==> src/rtl/ssd_pkg.sv <==
package ssd_pkg;

  localparam int unsigned ACC_W       = 16;
  localparam int unsigned CNT_W       = 16;
  localparam logic [15:0] ACC_RESET   = 16'h0000;
  localparam logic [15:0] ACC_POS_MAX = 16'h7fff;
  localparam logic [15:0] ACC_NEG_MAX = 16'h8000;
  localparam logic [15:0] CNT_ZERO    = 16'h0000;
  // modulus counter prescale choices
  localparam int unsigned MC_DIV_LO   = 64;
  localparam int unsigned MC_DIV_HI   = 512;
  // sample prescale = SAMPLE_DIV_BASE << sample_rate_sel
  localparam int unsigned SAMPLE_DIV_BASE = 8;
  localparam int unsigned PRE_W       = 9;
  localparam logic [1:0]  STEP_LAST   = 2'h3;
  localparam logic [1:0]  STEP_FIRST  = 2'h0;

  // coil modes from {integrate_select, drive_coil_select}
  typedef enum logic [3:0] {
    SSD_BLANK_NODRV = 4'h1,
    SSD_BLANK_DRV   = 4'h2,
    SSD_CONVERT     = 4'h4,
    SSD_INTEGRATE   = 4'h8
  } ssd_mode_t;

  // per-bridge drive: 00 open, 01 drive positive, 10 drive negative, 11 recirculate
  typedef enum logic [1:0] {
    SSD_BR_OPEN = 2'h0,
    SSD_BR_POS  = 2'h1,
    SSD_BR_NEG  = 2'h2,
    SSD_BR_RECIRCULATE_SELECT = 2'h3
  } ssd_bridge_t;

  typedef struct packed {
    logic       integrate_select;
    logic       drive_coil_select;
    logic       return_zero_enable;
    logic       counter_clockwise;
    logic       step_advance;
    logic [1:0] sample_rate_sel;
    logic       converter_power_up;
    logic       wait_powerdown;
    logic       mc_div_sel;
    logic       modulus_mode;
  } ssd_ctrl_t;

  typedef struct packed {
    ssd_bridge_t sin_bridge;
    ssd_bridge_t cos_bridge;
    logic        sin_to_converter;
    logic        cos_to_converter;
    logic        converter_reset;
    logic        converter_on;
    logic        offset_comp;
  } ssd_drive_t;

endpackage : ssd_pkg

==> src/rtl/ssd_stall_detector.sv <==
`timescale 1ns/1ps
module ssd_stall_detector
  import ssd_pkg::*;
(
  // clock and reset
  input  wire logic              clk,
  input  wire logic              rst,
  // control
  input  wire ssd_pkg::ssd_ctrl_t ctrl,
  input  wire logic              stop_mode,
  input  wire logic              wait_mode,
  // modulus counter load
  input  wire logic              cnt_write,
  input  wire logic [15:0]       cnt_wdata,
  input  wire logic              cnt_force_load,
  input  wire logic              underflow_clear,
  input  wire logic              overflow_clear,
  // converter bit stream, from the analog side
  input  wire logic              sd_bit,
  // status
  output logic [15:0]            accumulator,
  output logic [15:0]            count,
  output logic [1:0]             step_index,
  output logic                   counter_underflow_flag,
  output logic                   accumulator_overflow_flag,
  // bridge drive
  output ssd_pkg::ssd_drive_t    drive
);
  import ssd_pkg::*;

  typedef struct packed {
    logic [1:0]  sd_sync;
    logic        sd_last;
    logic [15:0] acc;
    logic [15:0] load;
    logic [15:0] cnt;
    logic [PRE_W-1:0] mc_pre;
    logic [PRE_W-1:0] smp_pre;
    logic [1:0]  step;
    logic        uf;
    logic        ov;
    logic        adv_last;
    logic        cnt_timing;
    ssd_drive_t  drv;
  } ssd_state_t;

  ssd_state_t s_q;
  ssd_state_t s_d;
  ssd_mode_t  mode;
  logic       sd_stable;
  logic       sleep;
  logic       mc_tick;
  logic       smp_tick;
  logic [PRE_W-1:0] mc_top;
  logic [PRE_W-1:0] smp_top;
  logic [16:0] acc_sum;
  // set events of this cycle, so a clear in the same cycle cannot hide them
  logic        uf_set;
  logic        ov_set;

  always_comb
  begin
    unique case ({ctrl.integrate_select, ctrl.drive_coil_select})
      2'b00:   mode = SSD_BLANK_NODRV;
      2'b01:   mode = SSD_BLANK_DRV;
      2'b10:   mode = SSD_CONVERT;
      default: mode = SSD_INTEGRATE;
    endcase
  end

  assign sleep     = stop_mode | (wait_mode & ctrl.wait_powerdown);
  assign mc_top    = ctrl.mc_div_sel ? PRE_W'(MC_DIV_HI - 1) : PRE_W'(MC_DIV_LO - 1);
  assign smp_top   = PRE_W'((SAMPLE_DIV_BASE << ctrl.sample_rate_sel) - 1);
  assign mc_tick   = (s_q.mc_pre == mc_top);
  assign smp_tick  = (s_q.smp_pre == smp_top);
  // second and third stage must agree before the bit counts
  assign sd_stable = (s_q.sd_sync[1] == s_q.sd_last);

  always_comb
  begin
    s_d = s_q;
    uf_set = 1'b0;
    ov_set = 1'b0;
    s_d.sd_sync = {s_q.sd_sync[0], sd_bit};
    s_d.sd_last = s_q.sd_sync[1];

    // step sequencing on a rising advance request
    s_d.adv_last = ctrl.step_advance;
    if (ctrl.step_advance && !s_q.adv_last)
    begin
      if (ctrl.counter_clockwise)
        s_d.step = (s_q.step == STEP_LAST) ? STEP_FIRST : s_q.step + 2'h1;
      else
        s_d.step = (s_q.step == STEP_FIRST) ? STEP_LAST : s_q.step - 2'h1;
    end

    // modulus counter: prescaler frozen while asleep
    if (!sleep)
      s_d.mc_pre = mc_tick ? '0 : s_q.mc_pre + PRE_W'(1);
    if (mc_tick && !sleep && s_q.cnt != CNT_ZERO)
    begin
      s_d.cnt = s_q.cnt - 16'h0001;
      if (s_q.cnt == 16'h0001)
      begin
        s_d.uf = 1'b1;
        uf_set = 1'b1;
        if (ctrl.modulus_mode)
          s_d.cnt = s_q.load;
      end
    end
    if (cnt_write)
    begin
      s_d.load = cnt_wdata;
      // a zero write parks the counter without raising the flag
      if (!ctrl.modulus_mode || cnt_wdata == CNT_ZERO)
        s_d.cnt = cnt_wdata;
    end
    if (cnt_force_load)
      s_d.cnt = s_q.load;
    if (underflow_clear && !uf_set)
      s_d.uf = 1'b0;
    s_d.cnt_timing = (s_d.cnt != CNT_ZERO);

    // accumulator; sample clock held at zero in blanking so a rate change waits
    s_d.smp_pre = (smp_tick || !ctrl.integrate_select) ? '0 : s_q.smp_pre + PRE_W'(1);
    acc_sum = {s_q.acc[15], s_q.acc} + (s_q.sd_last ? 17'h00001 : 17'h1ffff);
    if (!ctrl.integrate_select)
      s_d.acc = ACC_RESET;
    else if (smp_tick && sd_stable && ctrl.converter_power_up && !sleep)
    begin
      if (acc_sum[16] != acc_sum[15])
      begin
        s_d.acc = acc_sum[16] ? ACC_NEG_MAX : ACC_POS_MAX;
        s_d.ov  = 1'b1;
        ov_set  = 1'b1;
      end
      else
        s_d.acc = acc_sum[15:0];
    end
    if (overflow_clear && !ov_set)
      s_d.ov = 1'b0;

    // bridge set-up: step bit 0 picks which coil is measured
    s_d.drv.converter_reset  = !ctrl.integrate_select;
    s_d.drv.converter_on     = ctrl.converter_power_up && !sleep;
    s_d.drv.offset_comp      = (mode == SSD_INTEGRATE) && s_q.cnt_timing;
    s_d.drv.sin_to_converter = ctrl.integrate_select && !s_d.step[0];
    s_d.drv.cos_to_converter = ctrl.integrate_select && s_d.step[0];
    s_d.drv.sin_bridge = SSD_BR_OPEN;
    s_d.drv.cos_bridge = SSD_BR_OPEN;
    if (ctrl.return_zero_enable)
    begin
      unique case (mode)
        SSD_BLANK_NODRV:
        begin
          if (s_d.step[0]) s_d.drv.cos_bridge = SSD_BR_RECIRCULATE_SELECT;
          else             s_d.drv.sin_bridge = SSD_BR_RECIRCULATE_SELECT;
        end
        SSD_BLANK_DRV, SSD_INTEGRATE:
        begin
          // four full-step states, driven coil polarity from step
          if (s_d.step[0])
          begin
            s_d.drv.sin_bridge = s_d.step[1] ? SSD_BR_NEG : SSD_BR_POS;
            if (mode == SSD_BLANK_DRV) s_d.drv.cos_bridge = SSD_BR_RECIRCULATE_SELECT;
          end
          else
          begin
            s_d.drv.cos_bridge = s_d.step[1] ? SSD_BR_NEG : SSD_BR_POS;
            if (mode == SSD_BLANK_DRV) s_d.drv.sin_bridge = SSD_BR_RECIRCULATE_SELECT;
          end
        end
        SSD_CONVERT: ;
      endcase
      // stop or wait powerdown recirculates both coils
      if (sleep)
      begin
        s_d.drv.sin_bridge = SSD_BR_RECIRCULATE_SELECT;
        s_d.drv.cos_bridge = SSD_BR_RECIRCULATE_SELECT;
      end
    end
  end

  always_ff @(posedge clk)
  begin
    if (rst)
    begin
      s_q <= '0;
      s_q.drv.converter_reset <= 1'b1;
    end
    else
      s_q <= s_d;
  end

  assign accumulator               = s_q.acc;
  assign count                     = s_q.cnt;
  assign step_index                = s_q.step;
  assign counter_underflow_flag    = s_q.uf;
  assign accumulator_overflow_flag = s_q.ov;
  assign drive                     = s_q.drv;

  acc_blank_a: assert property (@(posedge clk) disable iff (rst)
    !ctrl.integrate_select |=> accumulator == ACC_RESET && drive.converter_reset)
    else $error("accumulator not cleared in blanking");
  acc_sat_a: assert property (@(posedge clk) disable iff (rst)
    $past(accumulator) == ACC_POS_MAX && accumulator != ACC_POS_MAX |-> accumulator != ACC_NEG_MAX)
    else $error("accumulator wrapped past positive limit");
  acc_negsat_a: assert property (@(posedge clk) disable iff (rst)
    $past(accumulator) == ACC_NEG_MAX && accumulator != ACC_NEG_MAX |-> accumulator != ACC_POS_MAX)
    else $error("accumulator wrapped past negative limit");
  step_ccw_a: assert property (@(posedge clk) disable iff (rst)
    ctrl.step_advance && !s_q.adv_last && ctrl.counter_clockwise |=> step_index == $past(step_index) + 2'h1)
    else $error("ccw step wrong");
  step_cw_a: assert property (@(posedge clk) disable iff (rst)
    ctrl.step_advance && !s_q.adv_last && !ctrl.counter_clockwise |=> step_index == $past(step_index) - 2'h1)
    else $error("cw step wrong");
  sleep_pwr_a: assert property (@(posedge clk) disable iff (rst)
    stop_mode |=> !drive.converter_on)
    else $error("converter on in stop");
  wait_pwr_a: assert property (@(posedge clk) disable iff (rst)
    wait_mode && ctrl.wait_powerdown && !cnt_write && !cnt_force_load |=> count == $past(count))
    else $error("counter ran during wait powerdown");
  pwrup_a: assert property (@(posedge clk) disable iff (rst)
    !ctrl.converter_power_up |=> !drive.converter_on)
    else $error("converter on with power-up clear");
  uf_set_a: assert property (@(posedge clk) disable iff (rst)
    mc_tick && !sleep && count == 16'h0001 |=> counter_underflow_flag)
    else $error("underflow flag not set");
  conv_open_a: assert property (@(posedge clk) disable iff (rst)
    mode == SSD_CONVERT && ctrl.return_zero_enable && !sleep
      |=> drive.sin_bridge == SSD_BR_OPEN && drive.cos_bridge == SSD_BR_OPEN)
    else $error("coils driven in conversion");

endmodule : ssd_stall_detector

==> config.mk <==
export PLATFORM = sky130hd
export DESIGN_NAME = ssd_stall_detector
export DESIGN_NICKNAME = d
export VERILOG_FILES = /design/src/rtl/ssd_pkg.sv /design/src/rtl/ssd_stall_detector.sv
export SDC_FILE = /design/constraint.sdc
export NUM_CORES = 1
export LEC_CHECK = 0
export ABC_AREA = 1
export BUFFER_PORTS_ARGS = -buffer_cell sky130_fd_sc_hd__buf_2
export CORE_UTILIZATION = 63
export DETAILED_ROUTE_END_ITERATION = 6
export PLACE_DENSITY = 0.87
export SETUP_SLACK_MARGIN = 0.5
export SYNTH_ARGS = -nofsm -noshare
export SYNTH_HDL_FRONTEND = slang
export SYNTH_SLANG_ARGS = --single-unit
==> constraint.sdc <==
create_clock -name clk -period 6.3 [get_ports clk]
set_input_delay 0.315 -clock clk [delete_from_list [all_inputs] [get_ports clk]]
set_output_delay 0.315 -clock clk [all_outputs]
set_load 0.02 [all_outputs]
Word-level counts from Yosys, hierarchy flattened
Cells that the tools add are included.
{"block": "word_totals", "regBits": 84, "out_inout_bits": 45, "wordCells": 104}
{"block": "op_classes", "add_sub_neg": 7, "eq_ne": 11, "n_shift": 1, "muxes": 28, "n_bitwise": 4, "reduce_logical": 34}
{"op": "16-bit two-way mux", "count": 8}
{"op": "16-bit nonzero test", "count": 2}
{"op": "9-bit by 1-bit adder with 9-bit output, second input constant", "count": 2}
{"op": "9-bit equality test", "count": 2}
{"op": "9-bit two-way mux", "count": 2}
{"op": "17-bit adder", "count": 1}
{"op": "17-bit two-way mux", "count": 1}
{"op": "16-bit by 1-bit equality test with 1-bit output, second input constant", "count": 1}
{"op": "16-bit zero test", "count": 1}
{"op": "2-bit two-way mux", "count": 8}
{"op": "16-bit by 1-bit subtractor with 16-bit output, second input constant", "count": 1}
{"op": "1-bit logical AND", "count": 12}
{"op": "4-bit case mux with 3 select lines", "count": 1}
{"op": "2-bit OR reduction", "count": 6}
{"op": "4-bit by 2-bit << shifter with 9-bit output, first input constant", "count": 1}
{"op": "9-bit by 1-bit subtractor with 9-bit output, second input constant", "count": 1}
{"op": "4-bit two-way mux", "count": 2}
{"op": "4-bit case mux with 2 select lines", "count": 1}
{"op": "1-bit zero test", "count": 7}
{"op": "1-bit two-way mux", "count": 5}
{"op": "2-bit equality test, second input constant", "count": 2}
{"op": "4-bit by 1-bit equality test with 1-bit output, second input constant", "count": 1}
{"op": "4-bit by 2-bit equality test with 1-bit output, second input constant", "count": 1}
{"op": "4-bit equality test, second input constant", "count": 1}
{"op": "12 further kinds", "count": 15}

Longest topological paths before layout
Gate-level depths: netlist of run 1.
{"block": "depth", "word_depth": 11, "depth_mapped": 17}

Worst setup path before layout of run 1
No wires, ideal clock.
{"block": "synth_path", "path_type": "reg-to-reg", "startpoint": "reg s_q[81] in the netlist's numbering", "endpoint": "reg s_q, in the netlist accumulator[10]", "setup_ps": 119, "t_arrival_ps": 2141, "t_required_ps": 6181, "slack_ps": 4039, "stages_incl_launch_ff": 16, "path_cell_list": "dfxtp_1 inv_1 ha_1 a21oi_1 nand2_1 a21oi_2 o21ai_2 nand2_1 nand2_1 nand2_1 nand2_1 nand2_1 nand2_1 inv_2 buf_6 a21oi_1"}
{"block": "synth_via", "elab_chain_len": 4}
{"element": "from (decl)", "line_no": "ssd_stall_detector.sv:47", "rtl": "ssd_state_t s_q;"}
{"element": "17-bit two-way mux or 1-bit equality test (tied branches)", "line_no": "ssd_stall_detector.sv:126, ssd_stall_detector.sv:77"}
{"element": "17-bit adder or 1-bit logical AND (tied branches)", "line_no": "ssd_stall_detector.sv:126, ssd_stall_detector.sv:129"}
{"element": "16-bit two-way mux (tied with other cells)", "line_no": "ssd_stall_detector.sv:133", "rtl": "s_d.acc = acc_sum[16] ? ACC_NEG_MAX : ACC_POS_MAX;"}
{"element": "16-bit two-way mux or 1-bit logical AND (tied branches)", "line_no": "ssd_stall_detector.sv:131, ssd_stall_detector.sv:129"}
Parallel ways exist; a longest one is shown, timed or not.
A chain may end at the register's enable or synchronous reset.

Final worst setup path of run 1
{"block": "layout_path", "startpoint": "reg s_q[81] in the netlist's numbering", "endpoint": "reg s_q, in the netlist accumulator_overflow_flag"}
{"block": "layout_via", "elab_chain_len": 9}
{"element": "17-bit two-way mux or 1-bit equality test (tied branches)", "line_no": "ssd_stall_detector.sv:126, ssd_stall_detector.sv:77"}
{"element": "17-bit adder or 1-bit logical AND (tied branches)", "line_no": "ssd_stall_detector.sv:126, ssd_stall_detector.sv:129"}
{"element": "1-bit != test or 1-bit logical AND (tied branches)", "line_no": "ssd_stall_detector.sv:131, ssd_stall_detector.sv:129"}
{"element": "1-bit two-way mux or 1-bit logical AND (tied branches)", "line_no": "ssd_stall_detector.sv:131, ssd_stall_detector.sv:129"}
{"element": "1-bit two-way mux", "line_no": "ssd_stall_detector.sv:129", "rtl": "else if (smp_tick && sd_stable && ctrl.converter_power_up && !sleep)"}
{"element": "1-bit two-way mux", "line_no": "ssd_stall_detector.sv:127", "rtl": "if (!ctrl.integrate_select)"}
{"element": "1-bit zero test", "line_no": "ssd_stall_detector.sv:140", "rtl": "if (overflow_clear && !ov_set)"}
{"element": "1-bit logical AND", "line_no": "ssd_stall_detector.sv:140"}
{"element": "2-bit OR reduction (no line)"}
Parallel ways exist; a longest one is shown, timed or not.

==> flow_metrics.tcl, run 1 <==
set metrics [dict create \
    seq_area_frac_synth 0.292 \
    cts-resized-gates 0 \
    rsz0062_at_grt "no" \
    design_area_um2 6020 \
    die_area_um2 9510 \
    worst_slew_pin_slew_ps 1010 \
    core-area_um2 8760 \
    via_per_inst 5.29 \
    synth_edf_count 0 \
    p_switching_mw 0.421 \
    p_seq_frac 0.473 \
    synth_cell_type_count 44 \
    drt_wl_total_mm 13.1 \
    die_h_um 97.5 \
    grt_pass1_wl_mm 22.5 \
    status "complete, no violations" \
    synth_most_common_cell "nand2_1" \
    cts_root_buffer "clkbuf_8" \
    use_met1 0.408 \
    num-fill-cells 806 \
    setup_violations 0 \
    finalCritPeriodShare 0.432 \
    drc 0 \
    synth.largest_area_cell "dfxtp_1" \
    critPathKind "reg2reg" \
    worst_ep_required_time_ps 6600 \
    worstHoldPathType "in2reg" \
    synthTopCellsByCount "nand2_1 (258), inv_1 (103), nor2_1 (92), dfxtp_1 (84), a21oi_1 (68)" \
    synth_cells 892 \
    max_slew_margin 0.325 \
    clock-sinks 84 \
    seq_area_um2 1680 \
    grt_pass1_vias 4890 \
    syn_avg_cell_area_um2 6.45 \
    diodes 0 \
    port_buffers 80 \
    drive_gt1_frac 0.134 \
    critPathLaunchType "flip-flop" \
    area_growth_pct 4.79 \
    cts_tree "done" \
    post_dp_cell_area_um2 5820 \
    hold_viol_final 0 \
    power_density_nw_per_um2 201 \
    vias 5439 \
    clockPowerShare 0.327 \
    synthFlopType "dfxtp_1" \
    clock_skew_ps 10.3 \
    grt_use_met3 0.0388 \
    tns_ps 0 \
    io_pins 81 \
    start_util 0.656 \
    avgRoutedWirePerCell_um 12.8 \
    clk_latency_ps 360 \
    clk_path_buf_depth 2 \
    ys_warn_count 0 \
    sw_frac_of_total 0.347 \
    h-tree-depth 3 \
    cts_buffers 9 \
    finalPower_mw 1.21 \
    busiest_layer "met2" \
    cp_max_fo 16 \
    finalWorstSetupSlack_ps 3580 \
    hold_ws_ps 143 \
    cp.arrival_ps 3020 \
    clk_pin_slew_ps 100 \
    nets 973 \
    synth.area.top_cells "dfxtp_1 (29%), nand2_1 (17%), inv_1 (6.7%)" \
    synth_seq_cells 84 \
    place_hpwl_mm 9.57 \
    dr.pass1.iters 5 \
    comb_power_share 0.200 \
    overflow 0 \
    syn_nets 950 \
    maxSlewViolCount 0 \
    post-place-ws_ps 3600 \
    rows 34 \
    met2_usage 0.452 \
    grt_max_degree 34 \
    yosys.area.top_type_share 0.292 \
    post-cts-setup-buffer-count 0 \
    drv_cap 0 \
    drtAntennaViolNets 0 \
    drt_iter0_drc 334 \
    internal-power_mw 0.791 \
    finalCriticalPeriod_ps 2720 \
    ctsHoldBuffers 0 \
    syn-cell-area_um2 5750 \
    p_leak_nw 3.23 \
    timing.fmax_mhz 368 \
    antenna_found_initial 0 \
    ir_drop_mv 0.110 \
    die_w_um 97.5 \
    worstSetupEndpointType "flip-flop" \
    grt_usage 0.287 \
    multi_input_area_um2 3210 \
    ys_async_sr_fraction 0 \
    gp_congestion 0.947 \
]
## layout make-up
class,count,share of cell area
clock buffer,9,0.0206
inverter,106,0.0660
multi-input combinational,634,0.533
sequential,84,0.279
clock inverter,7,0.0127
timing repair buffer,80,0.0665
tap,108,0.0224
## power groups by stage
stage | clock network [mW] | logic (mW) | registers, mW
after global routing | 0.426 | 0.275 | 0.576
after detailed placement | 0 | 0.239 | 0.585
after floorplan | 0 | 0.198 | 0.578
after CTS | 0.401 | 0.240 | 0.573
final | 0.397 | 0.242 | 0.573
after global placement | 0 | 0.237 | 0.585
## kinds of logic (layout without fill, tap and decap cells)
group | count (synthesis) | after routing | share of synthesized area
AO/OA/AOI/OAI | 136 | 136 | 0.126
buffers and inverters | 174 | 202 | 0.149
AND/OR/NAND/NOR | 453 | 453 | 0.348
adder cells (fa/ha/maj) | 22 | 22 | 0.0492
flip-flops | 84 | 84 | 0.292
XOR/XNOR | 23 | 23 | 0.0350
## worst max-delay path, cell delays in order, from the launching register on
cell and delay [ps]:
dfxtp_1 330, inv_1 420, ha_1 400, a21oi_1 220, o21ai_0 140, a21oi_1 230
nand2_1 130, nand2_1 90, nand4_2 360, nand2_1 160, nand2_1 60, a21oi_1 110
## layout by cell type, fill, tap and decap left out, types with 6 or more instances in the layout
| cell type | instances |
|---|---|
| xor2_1 | 17 |
| nor2_1 | 92 |
| nand2_1 | 258 |
| o21ai_0 | 51 |
| xnor2_1 | 6 |
| nand3_1 | 53 |
| inv_1 | 103 |
| a21oi_1 | 68 |
| nand4_1 | 12 |
| ha_1 | 21 |
| buf_2 | 80 |
| dfxtp_1 | 84 |
| clkbuf_8 | 9 |
## path summary, 6_finish.rpt
kind	to	start	cells past startpoint	slack (ps)
min	s_d[83]	sd_bit	3	140
max reg2reg	accumulator_overflow_flag	s_q[81]	11	3580
max	accumulator_overflow_flag	s_q[81]	11	3580
min reg2reg	s_d[81]	s_d[83]	2	420
## sequential cells by signal (all words and copies together) (netlist names)
signal	count
s_q	37
accumulator	16
count	16
drive	9
s_d	2
step_index	2
accumulator_overflow_flag	1
counter_underflow_flag	1
## through the flow
| step | cells | utilization |
|---|---|---|
| 3_5_place_dp | 1012 | 0.665 |
| 2_1_floorplan | 892 | - |
| 5_1_grt | 1028 | 0.687 |
| 3_3_place_gp | 1012 | 0.665 |
| 6_report | 1028 | 0.687 |
| 4_1_cts | 1028 | 0.687 |
## metal layers
metal	vias up	share of wire
met1	2406	0.48
li1	2842	-
met4	0	0.013
met5	-	0
met2	172	0.44
met3	19	0.061
No activity file was read; power rests on OpenSTA's default activity.
==> run 2: changes to the inputs <==
Settings changed: CORE_UTILIZATION 63 to 53, PLACE_DENSITY 0.87 to 0.78.
Clock period 6.3 ns to 2.4 ns, I/O delays scaled along.
==> run 2 against run 1 <==
  * Wire length up 20%
  * Fmax up 20%
  * Largest power group unchanged
  * Combinational power rose to 3.4 times the previous value
  * Highest routed layer is now met5
  * Register-to-register slack worse by 3400 ps
  * Die area up 18%
  * Total power rose to 2.7 times the previous value
  * Largest cell class unchanged
  * Clock skew down 2.4 ps
  * Sequential share of layout area down 4.5 points
  * Utilization up 0.68 points
  * Cell area up 20%
==> flow_metrics.tcl, run 2 (synthesis results as in run 1) <==
set metrics [dict create \
    clk_pin_slew_ps 100 \
    status "complete, no violations" \
    die_h_um 106 \
    core-area_um2 10400 \
    clock_skew_ps 7.91 \
    sw_frac_of_total 0.341 \
    clk_latency_ps 360 \
    setup_violations 0 \
    largest_register_ffs 37 \
    num-fill-cells 868 \
    crit_start "s_q[81]" \
    max_slew_margin 0.227 \
    drive_gt1_frac 0.283 \
    clk_path_buf_depth 2 \
    gp_congestion 0.906 \
    p_leak_nw 3.70 \
    rsz0062_at_grt "yes" \
    antenna_found_initial 2 \
    postLayoutCoreUtil 0.694 \
    cts_root_buffer "clkbuf_8" \
    worstHoldPathType "in2reg" \
    regMostFlops "s_q" \
    grt_pass1_wl_mm 25.4 \
    internal-power_mw 2.17 \
    clock-sinks 84 \
    cp_max_fo 7 \
    h-tree-depth 3 \
    cp-endpoint "accumulator[9]" \
    drv_cap 0 \
    avgRoutedWirePerCell_um 13.9 \
    port_buffers 80 \
    hold_viol_final 0 \
    timing.rr.start "s_q[81]" \
    maxSlewViolCount 0 \
    p_switching_mw 1.13 \
    p_seq_frac 0.453 \
    drt_wl_total_mm 15.8 \
    die_w_um 106 \
    power_density_nw_per_um2 456 \
    worst_slew_pin_slew_ps 1160 \
    grt_max_degree 33 \
    rrSetupSlack_ps 130 \
    nets 1057 \
    drc 0 \
    dr.pass1.iters 7 \
    vias 5944 \
    ir_drop_mv 0.309 \
    final_cell_mix "nand2_1 (235), inv_1 (99), nor2_1 (85)" \
    place_hpwl_mm 10.4 \
    reg2regPathDepth 15 \
    cts_tree "done" \
    reg2reg_to "accumulator[9]" \
    critPathLaunchType "flip-flop" \
    cp.arrival_ps 2560 \
    timing.fmax_mhz 441 \
    worstSetupEndpointType "flip-flop" \
    finalCritPeriodShare 0.945 \
    drtAntennaViolNets 0 \
    overflow 0 \
    finalCriticalPeriod_ps 2270 \
    start_util 0.552 \
    cts_buffers 9 \
    drt_iter0_drc 348 \
    final_common_cell "nand2_1" \
    grt_pass1_vias 5492 \
    die_area_um2 11300 \
    io_pins 81 \
    comb_power_share 0.252 \
    tns_ps 0 \
    area_growth_pct 25.8 \
    rows 37 \
    via_per_inst 5.21 \
    critPathKind "reg2reg" \
    grt_usage 0.281 \
    worst_ep_required_time_ps 2700 \
    clockPowerShare 0.296 \
]
==> run 2: cell count changes in the layout (fill, tap and decap cells not counted), sizes merged <==
cell / change
inv: +1
clkinv: -3
clkbuf: +1
diode: +1
nand3: +2
dlygate4sd3: +5
buf: +75
clkinvlp: +2
==> run 2: repair_timing <==
item                       4_1_cts  5_1_grt
hold endpoints to repair         5        0
gates resized for setup         65       49
cloned                           5        0
hold buffers                     5        0
buffers inserted                22        8
setup endpoints to repair       19       18
pin swaps                       30       44
==> run 2: metrics by stage <==
stage	total power, mW	setup WS, ps	std cells	hold slack, ps	instance area (µm²)
final	3.30	133	1140	6.49	7230
after CTS	3.26	237	1131	7.90	7000
after global routing	3.47	-5.19	1139	14.9	7230
after global placement	2.21	141	1084	321	6200
after detailed placement	2.22	97.9	1084	335	6200
after floorplan	2.04	139	892	227	5750
==> run 2: area by class of cell <==
class | count | area, µm² | area share
well taps | 136 | 170 | 0.0235
clock inverters | 6 | 56.3 | 0.00779
flip-flops and latches | 84 | 1690 | 0.234
repair inverters | 1 | 7.51 | 0.00104
inverters | 106 | 405 | 0.0561
multi-input cells | 636 | 3680 | 0.510
diodes | 1 | 2.50 | 0.000346
clock buffers | 9 | 124 | 0.0171
repair buffers | 161 | 1090 | 0.150
==> run 2: power by group through the flow <==
| stage | Clock, mW | Combinational (mW) | Sequential (mW) |
|---|---|---|---|
| after floorplan | 0 | 0.520 | 1.52 |
| after global placement | 0 | 0.689 | 1.52 |
| after detailed placement | 0 | 0.697 | 1.52 |
| after CTS | 0.985 | 0.781 | 1.49 |
| after global routing | 1.05 | 0.916 | 1.50 |
| final | 0.976 | 0.831 | 1.49 |
==> run 2: per-layer routing <==
| metal | track usage | vias up | wire length (µm) |
|---|---|---|---|
| li1 | - | 3032 | - |
| met1 | 0.343 | 2659 | 6820 |
| met2 | 0.492 | 215 | 7810 |
| met3 | 0.0405 | 36 | 862 |
| met4 | 0.116 | 2 | 307 |
| met5 | 0 | - | 14 |
==> run 2: worst min path at each step <==
| stage | start | cells past startpoint | to | slack, ps |
|---|---|---|---|---|
| global placement | sd_bit | 3 | s_d[83] | 320 |
| CTS | cnt_wdata[9] | 3 | s_q[58] | 8 |
| floorplan | sd_bit | 2 | s_d[83] | 230 |
| finish | cnt_wdata[9] | 3 | s_q[58] | 6 |
| detailed placement | sd_bit | 3 | s_d[83] | 340 |
| global route | cnt_wdata[9] | 3 | s_q[58] | 10 |
==> run 2: worst max-delay path, stage by stage, from the launching register on <==
cell and delay [ps]:
dfxtp_2 360, inv_4 60, buf_8 150, ha_4 280, inv_2 60, o21bai_1 170, nand2_1 110, a21oi_2 170
nor3_2 70, nand2_1 70, nand2_2 80, nand2_2 80, nand2_2 80, nand2_4 110, clkinvlp_4 180, a21oi_2 160
==> run 3: changes to the inputs <==
Settings changed: CORE_UTILIZATION 53 to 54, CTS_BUF_LIST set to sky130_fd_sc_hd__clkbuf_4, PLACE_DENSITY 0.78 to 0.79.
Clock period 2.4 ns to 1.92 ns, I/O delays scaled along.
==> run 3 against run 2 <==
  * The run now ends with DRC, setup timing left
  * Worst hold slack better by 100 ps
  * First-iteration DRC count rose to 2.8 times the previous value
  * Via count rose by 26%
  * Critical path depth is 1 higher
  * Final cell count up 9.1%
  * Register-to-register slack got worse by 710 ps
  * Wire length is 50% higher
  * Cell area rose by 22%
  * Count of clock-buffer cells in the layout unchanged
  * Fmax down 9.1%
  * Sequential cell count unchanged
  * Critical endpoint is now accumulator[0]
  * Highest routed layer is now met4
==> flow_metrics.tcl, run 3 (synthesis results as in run 1) <==
set metrics [dict create \
    via_per_inst 6.02 \
    setup_violations 26 \
    crit_start "s_q[81]" \
    die_area_um2 11100 \
    violations "DRC, setup timing" \
    clockPowerShare 0.246 \
    core-area_um2 10300 \
    avgRoutedWirePerCell_um 19.1 \
    hold_ws_ps 109 \
    drt_wl_total_mm 23.7 \
    place_hpwl_mm 11.2 \
    maxSlewViolCount 0 \
    rrSetupSlack_ps -580 \
    internal-power_mw 2.81 \
    clk_latency_ps 480 \
    cp-endpoint "accumulator[0]" \
    worstSetupEndpointType "flip-flop" \
    p_seq_frac 0.420 \
    cp_slowest_stage_delay_ps 400 \
    cp_cell_sequence "clkinv_4, buf_8, fa_2, nand3_2, nand2_2, a21oi_4, o21ai_2, nand2_2, nand2_2, nand2_2, nand2_1, nand2_2, nand2_4, buf_4, nor2_1, nor3_1" \
    clock-sinks 84 \
    overflow 0 \
    finalPower_mw 4.47 \
    cp.arrival_ps 2880 \
    power_density_nw_per_um2 508 \
    drive_gt1_frac 0.458 \
    cts_tree "done" \
    p_leak_nw 4.35 \
    post_dp_cell_area_um2 6800 \
    nets 1162 \
    dr.pass1.iters 7 \
    clk_pin_slew_ps 150 \
    grt_max_degree 33 \
    h-tree-depth 3 \
    final_cell_mix "nand2_1 (178), buf_4 (115), inv_1 (90)" \
    worst_slew_pin_slew_ps 426 \
    grt_pass1_wl_mm 28.6 \
    final_common_cell "nand2_1" \
    finalCritPeriodShare 1.30 \
    antenna_found_initial 0 \
    die_h_um 105 \
    rsz0062_at_grt "yes" \
    timing.fmax_mhz 401 \
    worst_ep_required_time_ps 2300 \
    rows 37 \
    timing.rr.start "s_q[81]" \
    largest_register_ffs 37 \
    vias 7493 \
    status "finished, violations left" \
    drt_iter0_drc 989 \
    reg2regPathDepth 16 \
    post-place-ws_ps -449 \
    reg2reg_to "accumulator[0]" \
    critPathLaunchType "flip-flop" \
    tns_ps -9740 \
    diodes 0 \
    comb_power_share 0.334 \
    num-fill-cells 525 \
    design_area_um2 8790 \
    cts_buffers 9 \
    port_buffers 80 \
    finalWorstSetupSlack_ps -576 \
    clk_path_buf_depth 2 \
    regMostFlops "s_q" \
    finalCriticalPeriod_ps 2500 \
    start_util 0.557 \
    cp_max_fo 5 \
    gp_congestion 0.956 \
    sw_frac_of_total 0.371 \
    critPathKind "reg2reg" \
    worst_path_max_delay_cell "dfxtp_2" \
    grt_pass1_vias 6215 \
    max_slew_margin 0.716 \
    drc 17 \
    grt_usage 0.322 \
    area_growth_pct 53.0 \
    p_switching_mw 1.66 \
    io_pins 81 \
    clock_skew_ps 15.9 \
    crit_path_frequent_cell "nand2_2" \
    drtAntennaViolNets 0 \
    worstHoldPathType "in2reg" \
    hold_viol_final 0 \
    die_w_um 105 \
    drv_cap 0 \
    ir_drop_mv 0.360 \
    cts_root_buffer "clkbuf_4" \
]
run 3: worst min path at each step:
stage | start | end | slack (ps) | depth (start not counted)
finish | cnt_write | s_q[52] | 110 | 3
global route | cnt_force_load | count[1] | 110 | 4
CTS | ctrl[7] | step_index[0] | 80 | 5
detailed placement | sd_bit | s_d[83] | 340 | 3
global placement | ctrl[6] | s_q[10] | 320 | 3
floorplan | sd_bit | s_d[83] | 200 | 2
run 3: routing by layer:
| layer | part of all wire | GRT usage | up-vias | routed length (µm) |
|---|---|---|---|---|
| met5 | 0 | 0 | - | 0 |
| met4 | 0.069 | 0.124 | 0 | 1650 |
| met3 | 0.11 | 0.0605 | 224 | 2700 |
| met2 | 0.46 | 0.538 | 620 | 11000 |
| met1 | 0.35 | 0.407 | 3404 | 8410 |
| li1 | - | - | 3245 | - |
run 3: cell type report:
class | count | area, µm² | area share
Multi-Input combinational cell | 636 | 4240 | 0.482
Timing Repair Buffer | 267 | 2120 | 0.241
Sequential cell | 84 | 1720 | 0.195
Inverter | 106 | 418 | 0.0475
Tap cell | 136 | 170 | 0.0193
Clock buffer | 9 | 67.6 | 0.00768
Clock inverter | 6 | 65.1 | 0.00740
run 3: power groups by stage:
stage	clock, mW	combinational [mW]	sequential (mW)
2_1_floorplan	0	0.663	1.90
3_3_place_gp	0	0.984	1.90
3_5_place_dp	0	1.00	1.90
4_1_cts	1.07	1.17	1.86
5_1_grt	1.17	1.57	1.88
6_report	1.10	1.49	1.88
run 3: worst max-delay path, delay by kind of cell (launching register included):
family / cells / cell delay [ps]
buffers and inverters: 3 / 410
adders and majority gates: 1 / 360
AOI/OAI and AO/OA: 2 / 250
DFF: 1 / 400
and+or+nand+nor: 10 / 970
run 3: repair_timing:
item                                    in CTS  in global routing
gates cloned                                 4                  0
buffers inserted                            20                 25
pin swaps                                   61                 93
hold buffers                                27                  0
resized for setup                          125                185
endpoints found under the setup margin      41                 54
hold endpoints to repair                    32                  0
run 3: stage by stage:
step | std cells | util
global placement | 1153 | 0.659
floorplan | 892 | -
CTS | 1219 | 0.768
finish | 1244 | 0.852
global route | 1244 | 0.852
detailed placement | 1153 | 0.659
